$ cat src/rtl/reset_cause_pkg.sv
// Constants, field layout and types for the reset cause and enable register
package reset_cause_pkg;

    // ------------------------------------------------------------------
    // Register map
    // ------------------------------------------------------------------
    localparam logic [7:0] RESET_CAUSE_ENABLE_ADDR = 8'hef;

    // ------------------------------------------------------------------
    // Field positions inside the register
    // ------------------------------------------------------------------
    localparam int unsigned USB_BIT    = 7;
    localparam int unsigned PROGRAM_MEMORY_ERROR_FLAG_BIT = 6;
    localparam int unsigned COMP_BIT   = 5;
    localparam int unsigned SW_BIT     = 4;
    localparam int unsigned WDT_BIT    = 3;
    localparam int unsigned MCD_BIT    = 2;
    localparam int unsigned POR_BIT    = 1;
    localparam int unsigned PIN_BIT    = 0;

    // ------------------------------------------------------------------
    // Reset values and timing
    // ------------------------------------------------------------------
    localparam logic [7:0] POR_CAUSE_VALUE   = 8'h02;
    localparam logic [7:0] READ_IDLE_VALUE   = 8'h00;
    localparam logic [2:0] HOLD_CYCLES       = 3'h4;
    localparam logic       USB_EN_RESET      = 1'b0;
    localparam logic       COMP_EN_RESET     = 1'b0;
    localparam logic       MCD_EN_RESET      = 1'b0;
    localparam logic       VDD_EN_RESET      = 1'b1;

    // ------------------------------------------------------------------
    // Types
    // ------------------------------------------------------------------
    typedef struct packed {
        logic usb;
        logic program_memory_error_flag;
        logic comp;
        logic sw;
        logic wdt;
        logic missing_clock_detector;
        logic por;
        logic pin;
    } reset_cause_s;

    typedef enum logic [0:0] {
        ST_RUN  = 1'b0,
        ST_HOLD = 1'b1
    } seq_state_e;

endpackage : reset_cause_pkg

$ cat src/rtl/reset_cause_enable.sv
// Reset cause recorder, reset source enables and system reset sequencer
`timescale 1ns/1ns

module reset_cause_enable
    import reset_cause_pkg::*;
(
    input  wire logic       mclk,
    input  wire logic       srst,
    input  wire logic [7:0] sfr_addr,
    input  wire logic       sfr_wr,
    input  wire logic       sfr_rd,
    input  wire logic [7:0] sfr_wdata,
    input  wire logic       usb_bus_reset,
    input  wire logic       supply_detect,
    input  wire logic       supply_detect_edge_polarity,
    input  wire logic       program_memory_error,
    input  wire logic       comparator_out,
    input  wire logic       watchdog_overflow,
    input  wire logic       missing_clock_timeout,
    input  wire logic       supply_below_threshold,
    input  wire logic       ext_reset_n,
    output logic      [7:0] sfr_rdata,
    output logic            system_reset,
    output logic            missing_clock_detector_enable,
    output logic            supply_monitor_reset_enable
);

    // ------------------------------------------------------------------
    // State
    // ------------------------------------------------------------------
    seq_state_e   state_ff;
    logic [2:0]   hold_cnt_ff;
    logic         system_reset_ff;
    reset_cause_s cause_ff;
    reset_cause_s nxt_cause;
    logic         usb_en_ff;
    logic         comp_en_ff;
    logic         mcd_en_ff;
    logic         vdd_en_ff;
    logic         supply_detect_prev_ff;
    logic [7:0]   sfr_rdata_ff;
    logic         reg_hit;
    logic         reg_write;
    logic         sw_force;
    logic         vbus_edge;
    logic         trig;

    // Register decode; writes only count while the system runs
    assign reg_hit   = (sfr_addr == RESET_CAUSE_ENABLE_ADDR);
    assign reg_write = sfr_wr && reg_hit && (state_ff == ST_RUN);
    assign sw_force  = reg_write && sfr_wdata[SW_BIT];

    assign vbus_edge = supply_detect_edge_polarity ? (supply_detect && !supply_detect_prev_ff)
                                                   : (!supply_detect && supply_detect_prev_ff);

    // Previous supply detect level for edge detection
    // Reset loads the live level, so a pin already high is not taken for an edge
    always_ff @(posedge mclk) begin
        if (srst) begin
            supply_detect_prev_ff <= supply_detect;
        end else begin
            supply_detect_prev_ff <= supply_detect;
        end
    end

    // ------------------------------------------------------------------
    // Cause selection
    // ------------------------------------------------------------------
    // Fixed priority: only one flag may be set, so simultaneous events
    // are resolved in favour of the more fundamental source.
    always_comb begin
        nxt_cause = '0;
        trig      = 1'b1;
        if (!ext_reset_n) begin
            nxt_cause.pin = 1'b1;
        end else if (vdd_en_ff && supply_below_threshold) begin
            nxt_cause.por = 1'b1;
        end else if (mcd_en_ff && missing_clock_timeout) begin
            nxt_cause.missing_clock_detector = 1'b1;
        end else if (program_memory_error) begin
            nxt_cause.program_memory_error_flag = 1'b1;
        end else if (watchdog_overflow) begin
            nxt_cause.wdt = 1'b1;
        end else if (comp_en_ff && !comparator_out) begin
            nxt_cause.comp = 1'b1;
        end else if (usb_en_ff && (usb_bus_reset || vbus_edge)) begin
            nxt_cause.usb = 1'b1;
        end else if (sw_force) begin
            nxt_cause.sw = 1'b1;
        end else begin
            trig = 1'b0;
        end
    end

    // ------------------------------------------------------------------
    // Reset sequencer
    // ------------------------------------------------------------------
    // internal resets only drive system_reset, never the pin
    always_ff @(posedge mclk) begin
        if (srst) begin
            state_ff        <= ST_HOLD;
            hold_cnt_ff     <= HOLD_CYCLES - 3'h1;
            system_reset_ff <= 1'b1;
        end else begin
            case (state_ff)
                ST_RUN: begin
                    if (trig) begin
                        state_ff        <= ST_HOLD;
                        hold_cnt_ff     <= HOLD_CYCLES - 3'h1;
                        system_reset_ff <= 1'b1;
                    end
                end
                ST_HOLD: begin
                    if (hold_cnt_ff == 3'h0) begin
                        state_ff        <= ST_RUN;
                        system_reset_ff <= 1'b0;
                    end else begin
                        hold_cnt_ff <= hold_cnt_ff - 3'h1;
                    end
                end
                default: begin
                    state_ff        <= ST_RUN;
                    system_reset_ff <= 1'b0;
                end
            endcase
        end
    end

    // one-hot cause capture
    // Events during the hold are ignored so the first cause is kept.
    always_ff @(posedge mclk) begin
        if (srst) begin
            cause_ff <= reset_cause_s'(POR_CAUSE_VALUE);
        end else if (state_ff == ST_RUN && trig) begin
            cause_ff <= nxt_cause;
        end
    end

    // ------------------------------------------------------------------
    // Source enables
    // ------------------------------------------------------------------
    // enables follow each direct write made while running, except a write in a cycle that starts a reset
    // A reset returns them to defaults, so a stale enable cannot re-fire.
    always_ff @(posedge mclk) begin
        if (srst || (state_ff == ST_RUN && trig)) begin
            usb_en_ff  <= USB_EN_RESET;
            comp_en_ff <= COMP_EN_RESET;
            mcd_en_ff  <= MCD_EN_RESET;
            vdd_en_ff  <= VDD_EN_RESET;
        end else if (reg_write) begin
            usb_en_ff  <= sfr_wdata[USB_BIT];
            comp_en_ff <= sfr_wdata[COMP_BIT];
            mcd_en_ff  <= sfr_wdata[MCD_BIT];
            vdd_en_ff  <= sfr_wdata[POR_BIT];
        end
    end

    always_ff @(posedge mclk) begin
        if (srst) begin
            sfr_rdata_ff <= READ_IDLE_VALUE;
        end else if (sfr_rd && reg_hit) begin
            sfr_rdata_ff <= cause_ff;
        end else begin
            sfr_rdata_ff <= READ_IDLE_VALUE;
        end
    end

    // Outputs straight from flip-flops
    assign sfr_rdata                     = sfr_rdata_ff;
    assign system_reset                  = system_reset_ff;
    assign missing_clock_detector_enable = mcd_en_ff;
    assign supply_monitor_reset_enable   = vdd_en_ff;
endmodule : reset_cause_enable

$ cat config.mk
export PLATFORM = sky130hd
export DESIGN_NAME = reset_cause_enable
export DESIGN_NICKNAME = d
export VERILOG_FILES = /design/src/rtl/reset_cause_pkg.sv /design/src/rtl/reset_cause_enable.sv
export SDC_FILE = /design/constraint.sdc
export NUM_CORES = 1
export LEC_CHECK = 0
export BUFFER_PORTS_ARGS = -buffer_cell sky130_fd_sc_hd__buf_4
export CELL_PAD_IN_SITES_DETAIL_PLACEMENT = 0
export CELL_PAD_IN_SITES_GLOBAL_PLACEMENT = 1
export CORE_UTILIZATION = 35
export DETAILED_ROUTE_END_ITERATION = 10
export GPL_TIMING_DRIVEN = 1
export PLACE_DENSITY = 0.81
export SLEW_MARGIN = 20
export SYNTH_ARGS = -nofsm -noshare
export SYNTH_HDL_FRONTEND = slang
export SYNTH_SLANG_ARGS = --single-unit
$ cat constraint.sdc
create_clock -name mclk -period 4.6 [get_ports mclk]
set_clock_uncertainty 0.05 [all_clocks]
set_input_delay 0.23 -clock mclk [delete_from_list [all_inputs] [get_ports mclk]]
set_output_delay 0.23 -clock mclk [all_outputs]
set_load 0.01 [all_outputs]
### After elaboration in Yosys (flattened, before gate mapping)

Cells that the tools add are included.

* register bits: 26
* input bits: 29
* output and inout port bits: 11
* word-level logic and storage cells: 79

* add/subtract/negate cells: 1
* equal/unequal tests: 4
* multiplexer cells: 35
* bitwise operators: 2
* reduce and logical (&&, ||, !) cells: 20

Operator list (number)
* 1-bit 2-to-1 mux: 25
* 1-bit logical AND: 11
* 3-bit 2-to-1 mux: 3
* 8-bit == test, second input constant: 1
* 7-bit 2-to-1 mux: 1
* 6-bit 2-to-1 mux: 1
* 3-bit case mux with 2 select lines: 1
* 5-bit 2-to-1 mux: 1
* 2-bit inequality test, second input constant: 2
* 1-bit case mux with 2 select lines: 2
* 2-bit AND reduction: 2
* 1-bit logical NOT: 3
* 3-bit logical NOT: 1
* 3-bit by 1-bit subtractor with 3-bit output, second input constant: 1
* 1-bit logical OR: 2
* 2-bit 2-to-1 mux: 1
* 2-bit by 1-bit inequality test with 1-bit output, second input constant: 1
* 1-bit inverter: 2
* 2-bit OR reduction: 1

### Longest topological paths before layout

Gate-level depths: netlist of the first run.

* word-level depth: 14
* gate-level depth with buffers: 6
* gate-level depth less buffers: 6

### Worst setup path after synthesis of the first run

OpenSTA, ideal clock, no wires.

* path type: reg2reg
* start: register vdd_en_ff, in the netlist supply_monitor_reset_enable
* end: register cause_ff[7] (netlist bit)
* library setup time: 0.075 ns
* arrival: 1.435 ns
* required time: 4.475 ns
* path slack: 3.040 ns
* cell stages (with the launch flop): 5
* buffers on the path: 0
* period minus slack after synthesis: 1.560 ns
* path through: dfxtp_1 > a22o_1 > nor3b_4 > or3b_1 > a31oi_1

* word-level cells in the longest chain between the ends: 4
* elaborated cells between the ends (all ways): 6
* those cells by class: 4 x mux; 2 x reduce/logical

RTL lines
* start: declaration: line reset_cause_enable.sv:39 `logic vdd_en_ff;`
* start signal: assignment: line reset_cause_enable.sv:154 `vdd_en_ff <= sfr_wdata[POR_BIT];`
* 1-bit logical AND *: line reset_cause_enable.sv:76 `end else if (vdd_en_ff && supply_below_threshold) begin`
* 1-bit 2-to-1 mux: line reset_cause_enable.sv:76
* 1-bit 2-to-1 mux: line reset_cause_enable.sv:74 `if (!ext_reset_n) begin`
* 1-bit logical AND: line reset_cause_enable.sv:134 `end else if (state_ff == ST_RUN && trig) begin`
* end signal: assignment: line reset_cause_enable.sv:133 `cause_ff <= reset_cause_s'(POR_CAUSE_VALUE);`
* end signal: assignment: line reset_cause_enable.sv:135 `cause_ff <= nxt_cause;`
* end: declaration: line reset_cause_enable.sv:34 `reset_cause_s cause_ff;`

Every way passes the cells marked *; elsewhere a longest branch is shown, timed or not.
A chain may end at the register's enable or synchronous reset.

### Final worst setup path of the first run

* start: input supply_detect
* end: register usb_en_ff

* word-level cells in the longest chain between the ends: 14
* elaborated cells between the ends (all ways): 15
* those cells by class: 8 x mux; 7 x reduce/logical

RTL lines
* start: declaration: line reset_cause_enable.sv:14 `input wire logic supply_detect,`
* 1-bit logical NOT: line reset_cause_enable.sv:54 `: (!supply_detect && supply_detect_prev_ff);`
* 1-bit logical AND: line reset_cause_enable.sv:54
* 1-bit 2-to-1 mux *: line reset_cause_enable.sv:53 `assign vbus_edge = supply_detect_edge_polarity ? (supply_detect && !supply_detect_prev_ff)`
* 1-bit logical OR *: line reset_cause_enable.sv:86 `end else if (usb_en_ff && (usb_bus_reset || vbus_edge)) begin`
* 1-bit logical AND *: line reset_cause_enable.sv:86
* 1-bit 2-to-1 mux *: line reset_cause_enable.sv:86
* 1-bit 2-to-1 mux *: line reset_cause_enable.sv:84 `end else if (comp_en_ff && !comparator_out) begin`
* 1-bit 2-to-1 mux *: line reset_cause_enable.sv:82 `end else if (watchdog_overflow) begin`
* 1-bit 2-to-1 mux *: line reset_cause_enable.sv:80 `end else if (program_memory_error) begin`
* 1-bit 2-to-1 mux *: line reset_cause_enable.sv:78 `end else if (mcd_en_ff && missing_clock_timeout) begin`
* 1-bit 2-to-1 mux *: line reset_cause_enable.sv:76
* 1-bit 2-to-1 mux *: line reset_cause_enable.sv:74
* 1-bit logical AND *: line reset_cause_enable.sv:145 `if (srst || (state_ff == ST_RUN && trig)) begin`
* 1-bit logical OR *: line reset_cause_enable.sv:145
* end signal: assignment: line reset_cause_enable.sv:151 `usb_en_ff <= sfr_wdata[USB_BIT];`
* end: declaration: line reset_cause_enable.sv:36 `logic usb_en_ff;`

Marked as above.

==> results of run 1 <==
[cells by family (layout without fill, tap and decap cells)]
family	after synthesis	count (layout)
compound gates	22	22
fa+ha+maj	2	2
buf+inv	10	47
flops	26	26
mux	5	5
simple gates	60	60
[through the flow]
| stage | worst slack, ps | instance area [um^2] |
|---|---|---|
| CTS | 2600 | 1530 |
| global placement | 2670 | 1460 |
| global route | 2510 | 1530 |
| floorplan | 3040 | 1160 |
| finish | 2620 | 1530 |
| detailed placement | 2730 | 1470 |
[synth_stat cells]
master | count | area share
a21o_2 | 1 | 0.0076
a21oi_1 | 9 | 0.039
a22o_1 | 1 | 0.0076
a22oi_1 | 1 | 0.0065
a31oi_1 | 3 | 0.016
a41oi_1 | 2 | 0.015
and2_1 | 8 | 0.043
and3b_1 | 1 | 0.0076
buf_6 | 1 | 0.0097
clkbuf_1 | 3 | 0.0097
dfxtp_1 | 26 | 0.45
ha_1 | 2 | 0.022
inv_1 | 6 | 0.019
mux2_2 | 1 | 0.0097
mux2i_1 | 4 | 0.035
nand2_1 | 7 | 0.023
nand2b_1 | 2 | 0.011
nand3_1 | 3 | 0.013
nand3b_1 | 1 | 0.0065
nand4_1 | 6 | 0.032
nand4b_1 | 1 | 0.0076
nor2_1 | 6 | 0.019
nor2b_1 | 4 | 0.022
nor3_1 | 8 | 0.035
nor3b_1 | 3 | 0.019
nor3b_4 | 1 | 0.016
nor4_1 | 3 | 0.016
nor4b_2 | 1 | 0.013
o211ai_1 | 1 | 0.0065
o21ai_0 | 2 | 0.0087
o221ai_1 | 1 | 0.0076
o31ai_2 | 1 | 0.011
or2b_1 | 1 | 0.0065
or3_1 | 2 | 0.011
or3b_1 | 1 | 0.0076
or3b_4 | 1 | 0.0097
[timing repair]
item | CTS | global route
hold endpoints to repair | 1 | 0
hold buffers | 1 | 0
setup endpoints to repair | 0 | 0
[power by group]
part           internal, mW  leakage [nW]  total [mW]  switching [mW]
logic                0.0534         0.395       0.105          0.0520
clock network        0.0881        0.0279       0.157          0.0686
registers             0.242         0.211       0.258          0.0161
total                 0.384         0.633       0.521           0.137
[critical path, stage by stage]
cell and delay (ps):
dlygate4sd3_1 540, buf_4 140, and3b_1 180, o31ai_2 620, a21oi_1 250, nor3_1 240
[cells in the final DEF, fill, tap and decap left out, drive strengths merged, types with 2 or more instances in the layout]
cell type  Yosys  final
or3            2      2
nand2          7      7
a31oi          3      3
nand2b         2      2
mux2i          4      4
nor3           8      8
and2           8      8
or3b           2      2
nor2           6      6
dfxtp         26     26
inv            6      6
clkbuf         3      3
nand4          6      6
a41oi          2      2
nor4           3      3
nand3          3      3
nor2b          4      4
o21ai          2      2
ha             2      2
nor3b          4      4
a21oi          9      9
buf            1     36
[state kept, by name (all words and copies together), names as in the netlist]
name                           flops
cause_ff                           8
comp_en_ff                         1
hold_cnt_ff                        3
missing_clock_detector_enable      1
sfr_rdata                          8
state_ff                           1
supply_detect_prev_ff              1
supply_monitor_reset_enable        1
system_reset                       1
usb_en_ff                          1
[final cells by class]
type | count | area (um^2)
clock buffers | 3 | 22.5
clock inverters | 1 | 30.0
fillers | 309 | 1580
inverters | 6 | 22.5
multi-input cells | 89 | 597
flip-flops and latches | 26 | 520
well taps | 44 | 55.1
repair buffers | 37 | 280
[layer usage]
metal  wire length (um)  vias up  global-route usage  part of all wire
li1                   -      528                   -                 -
met4                 10        0              0.0612            0.0041
met2               1180       39               0.274              0.48
met1               1110      457               0.195              0.45
met5                  0        -                   0                 0
met3                136        2              0.0328             0.056
[worst max-delay path by stage]
stage,from,end,slack [ps],cells after the start
after floorplan,supply_monitor_reset_enable,cause_ff[7],3040,4
after global placement,sfr_addr[4],sfr_rdata[7],2670,4
after detailed placement,sfr_addr[4],supply_monitor_reset_enable,2730,5
after CTS,supply_detect,usb_en_ff,2600,6
after global routing,supply_detect,missing_clock_detector_enable,2510,6
final,supply_detect,usb_en_ff,2620,6
==> summary.md, run 1 <==
| Metric | Value |
|---|---|
| Post-CTS sizing | 0 |
| Total Routing Usage GR | 0.160 |
| Final period util | 0.430 |
| Synth cell types | 36 |
| Layout overhead on the synthesized area | 32.1% |
| Pwr dens | 341 mW/mm^2 |
| Site Rows | 20 |
| WHS Endpoint | cause_ff[6] |
| HP Class | primary input to register |
| Core Area | 0.00310 mm^2 |
| Vias | 1026 |
| VDD IR max | 123 uV |
| Required time worst endpoint | 4800 ps |
| Status | finished, final reports clean |
| Final Util | 0.492 |
| Clock root buffer | clkbuf_4 |
| Ys Warns | 0 |
| Placed cell count | 201 |
| Critical Path AT | 2180 ps |
| Max FO, Critical Path | 10 |
| Largest net degree at the start of global routing | 20 |
| Synthesized net count | 156 |
| Post-synthesis mux area share | 0.0444 |
| Finished Layout Cells | 206 |
| Worst r2r path cells | 3 |
| R2r endpoint | supply_monitor_reset_enable |
| Synth Area in XOR/XNOR | 0 |
| Post-CTS Setup Inserts | 0 |
| First-pass GRT wire length | 4190 um |
| Smallest hold slack | 134 ps |
| Grt total ovfl | 0 |
| Worst R2R Start | state_ff |
| Post-Syn Area | 0.00116 mm^2 |
| CP Launch Type | primary input |
| Vert. Die Dim | 59.5 um |
| PortBufs | 36 |
| Worst-path clk slew | 150 ps |
| Share of cells above drive strength 1 | 0.290 |
| # setup viols final | 0 |
| # Max-Cap Violations | 0 |
| Global placer's final weighted congestion | 0.732 |
| ANT cells | 0 |
| Worst-Margin Slew | 730 ps |
| Synth Area in Compound Gates | 0.126 |
| Synth Area in Simple Gates | 0.319 |
| Setup slack, reg-to-reg | 2810 ps |
| Initial DRC count | 14 |
| CTS Buffer Depth | 2 |
| Die X | 59.5 um |
| H-tree levels | 1 |
| Worst skew pair latency | 320 ps |
| Final Power | 521 uW |
| Initial DRT Pass Iterations | 4 |
| Final Max Tran Viols | 0 |
| Avg Cell Area, Syn | 9.25 um^2 |
| Leakage | 0.633 nW |
| Worst setup EP type | register |
| DRC | 0 |
| Initial antenna violation count | 0 |
| DIE AREA | 0.00354 mm^2 |
| Fmax | 0.506 GHz |
| Min Tclk post-route | 1980 ps |
| Final hold vios | 0 |
| Post-synthesis sequential area ratio | 0.450 |
| Hold wc startpoint | srst |
| Crit Path Category | primary input to register |
| DRT antenna net count | 0 |
| Vias in the first global route | 948 |
| Final TNS setup | 0 ps |
| Cts bufs inserted | 3 |
| Worst hold path stage count | 2 |
| Largest family of logic cells by synthesized area | simple AND/OR/NAND/NOR gates |
| Clk sink count | 26 |
| Initial Util | 0.373 |
| Final HPWL DP | 1840 um |
| CTS tree | built |
| Net count, final | 194 |
| RSZ-0062 raised after global routing | no |
| I/O pin cnt | 40 |
| Final wirelength | 2440 um |
| Wirelength per Cell | 11.8 um |
| Post-Syn Instances | 125 |
| Synth Area in Adders | 0.0216 |
| Vias/cell | 4.98 |
| FF+latch count, synth | 26 |
| Slew headroom | 0.512 |
No activity file was read; power rests on OpenSTA's default activity.
==> inputs of run 2 (changes only) <==
--- a/config.mk
+++ b/config.mk
@@ -8,10 +8,10 @@
 export BUFFER_PORTS_ARGS = -buffer_cell sky130_fd_sc_hd__buf_4
 export CELL_PAD_IN_SITES_DETAIL_PLACEMENT = 0
 export CELL_PAD_IN_SITES_GLOBAL_PLACEMENT = 1
-export CORE_UTILIZATION = 35
+export CORE_UTILIZATION = 32
 export DETAILED_ROUTE_END_ITERATION = 10
 export GPL_TIMING_DRIVEN = 1
-export PLACE_DENSITY = 0.81
+export PLACE_DENSITY = 0.79
 export SLEW_MARGIN = 20
 export SYNTH_ARGS = -nofsm -noshare
 export SYNTH_HDL_FRONTEND = slang
==> constraint.sdc (replaced) <==
create_clock -name mclk -period 1.75 [get_ports mclk]
set_clock_uncertainty 0.05 [all_clocks]
set_input_delay 0.0875 -clock mclk [delete_from_list [all_inputs] [get_ports mclk]]
set_output_delay 0.0875 -clock mclk [all_outputs]
set_load 0.01 [all_outputs]
==> summary.md, run 2 (same netlist as run 1, synthesis figures left out) <==
| Metric | Value |
|---|---|
| RSZ-0062 raised after global routing | no |
| Required time worst endpoint | 1910 ps (-2890 ps) |
| Total Routing Usage GR | 0.144 (-0.0158) |
| Final HPWL DP | 2020 um (+10%) |
| Placement Cell Area | 0.00151 mm^2 (+3.3%) |
| Placed cell count | 210 (+4.5%) |
| Post-Layout Inst Area | 0.00157 mm^2 (+2.5%) |
| Initial DRT Pass Iterations | 4 (unchanged) |
| Final Max Tran Viols | 0 (unchanged) |
| Crit Path Category | register to register |
| Max FO, Critical Path | 7 (-3) |
| Initial DRC count | 17 (+3) |
| # setup viols final | 0 (unchanged) |
| Wirelength per Cell | 12.1 um (+2.3%) |
| DR WL met2 | 1200 um (+1.9%) |
| DIE AREA | 0.00386 mm^2 (+9.0%) |
| Core Area | 0.00339 mm^2 (+9.2%) |
| # Max-Cap Violations | 0 (unchanged) |
| Critical Path AT | 1720 ps (-460 ps) |
| Initial antenna violation count | 0 (unchanged) |
| Die X | 62.1 um (+4.4%) |
| ANT cells | 0 (unchanged) |
| CP max stage delay | 370 ps (-250 ps) |
| Initial Util | 0.341 (-0.0315) |
| Vert. Die Dim | 62.1 um (+4.4%) |
| Post-CTS Setup Inserts | 0 (unchanged) |
| Worst-Margin Slew | 354 ps (-376 ps) |
| CP Launch Type | register |
| Final wirelength | 2610 um (+7.2%) |
| Largest net degree at the start of global routing | 17 (-15%) |
| First-pass GRT wire length | 4470 um (+6.8%) |
| Site Rows | 21 (+5.0%) |
| DRC | 0 (unchanged) |
| Min Tclk post-route | 1560 ps |
| Uppermost layer routed | met4 |
| Vias/cell | 4.87 (-2.3%) |
| Slew headroom | 0.764 (+0.252) |
| Worst setup EP type | register |
| Share of cells above drive strength 1 | 0.306 (+0.0158) |
| Vias | 1051 (+2.4%) |
| Grt total ovfl | 0 (unchanged) |
| I/O pin cnt | 40 (unchanged) |
| CTS tree | built |
| DR WL met3 | 122 um (-10%) |
| Routed metal-1 wirelength | 1240 um (+11%) |
| Layout overhead on the synthesized area | 35.5% |
| Slowest cell on crit path | dfxtp_1 |
| PortBufs | 36 (unchanged) |
| H-tree levels | 1 (unchanged) |
| Pwr dens | 781 mW/mm^2 (+130%) |
| CP Cell Sequence | a22o_1 -> nor3b_4 -> buf_4 -> a21o_2 -> a41oi_1 |
| Final hold vios | 0 (unchanged) |
| Worst skew pair latency | 320 ps (about the same) |
| Global placer's final weighted congestion | 0.760 (+3.8%) |
| HP Class | primary input to register |
| Clk sink count | 26 (unchanged) |
| Net count, final | 203 (+4.6%) |
| VDD IR max | 288 uV (+130%) |
| Commonest non-fill, non-tap cell in the layout | buf_4 |
| Clock root buffer | clkbuf_4 |
| Leakage | 0.662 nW (+4.5%) |
| Finished Layout Cells | 216 (+4.9%) |
| Vias in the first global route | 997 (+5.2%) |
| Cts bufs inserted | 3 (unchanged) |
| Fmax | 0.642 GHz |
| Final TNS setup | 0 ps (unchanged) |
| CTS Buffer Depth | 2 (unchanged) |
| Status | finished, final reports clean |
| Worst-path clk slew | 140 ps (about the same) |
| Final period util | 0.890 |
| Final-layout fill cell count | 340 (+10%) |
| DRT antenna net count | 0 (unchanged) |
| Commonest non-fill, non-tap cells in the layout | 43 x buf_4, 26 x dfxtp_1, 9 x a21oi_1, 8 x nor3_1, 8 x and2_1 |
## run 2: path summary, 6_finish.rpt
kind	from	to	slack, ps	depth (start not counted)
setup / recovery	supply_monitor_reset_enable	hold_cnt_ff[0]	190	5
hold / removal	ext_reset_n	cause_ff[0]	20	4
setup reg to reg	supply_monitor_reset_enable	hold_cnt_ff[0]	190	5
hold reg to reg	cause_ff[2]	cause_ff[2]	420	2
## run 2: report_power, final
| group | internal, mW | leakage (nW) | switching, mW | total, mW |
|---|---|---|---|---|
| Sequential | 0.637 | 0.211 | 0.0295 | 0.667 |
| Combinational | 0.155 | 0.437 | 0.151 | 0.306 |
| Clock | 0.0806 | 0.0138 | 0.170 | 0.250 |
## run 2: repair_timing
item,4_1_cts,5_1_grt
endpoints found under the hold margin,3,0
hold buffers,3,0
resized for setup,0,0
## run 2: final cells by class
cell class / count / area [um^2] / share of cell area
inverter: 6 / 22.5 / 0.0144
multi-input combinational: 89 / 591 / 0.377
sequential: 26 / 520 / 0.332
timing repair buffer: 46 / 353 / 0.225
clock buffer: 3 / 22.5 / 0.0144
tap: 46 / 57.6 / 0.0367
## run 2: per-stage QoR
| step | utilization | total power, mW | hold slack, ps | worst slack [ps] |
|---|---|---|---|---|
| floorplan | - | 0.875 | 65.2 | 190 |
| global placement | 0.447 | 0.967 | 158 | 223 |
| detailed placement | 0.447 | 0.982 | 163 | 192 |
| CTS | 0.462 | 1.24 | 19.3 | 183 |
| global route | 0.462 | 1.31 | 33.8 | 115 |
| finish | 0.462 | 1.22 | 24.8 | 193 |
## run 2: metal layers
metal,GRT usage,vias to the layer above
met5,0,-
met4,0.0698,0
met3,0.0276,4
met2,0.240,32
met1,0.178,469
li1,-,546
## run 2: critical path, delay by kind of cell, from the launching register on
kind            cells  cell delay, ps
simple gates        1             260
flops               1             370
compound gates      3             570
buf+inv             1             190
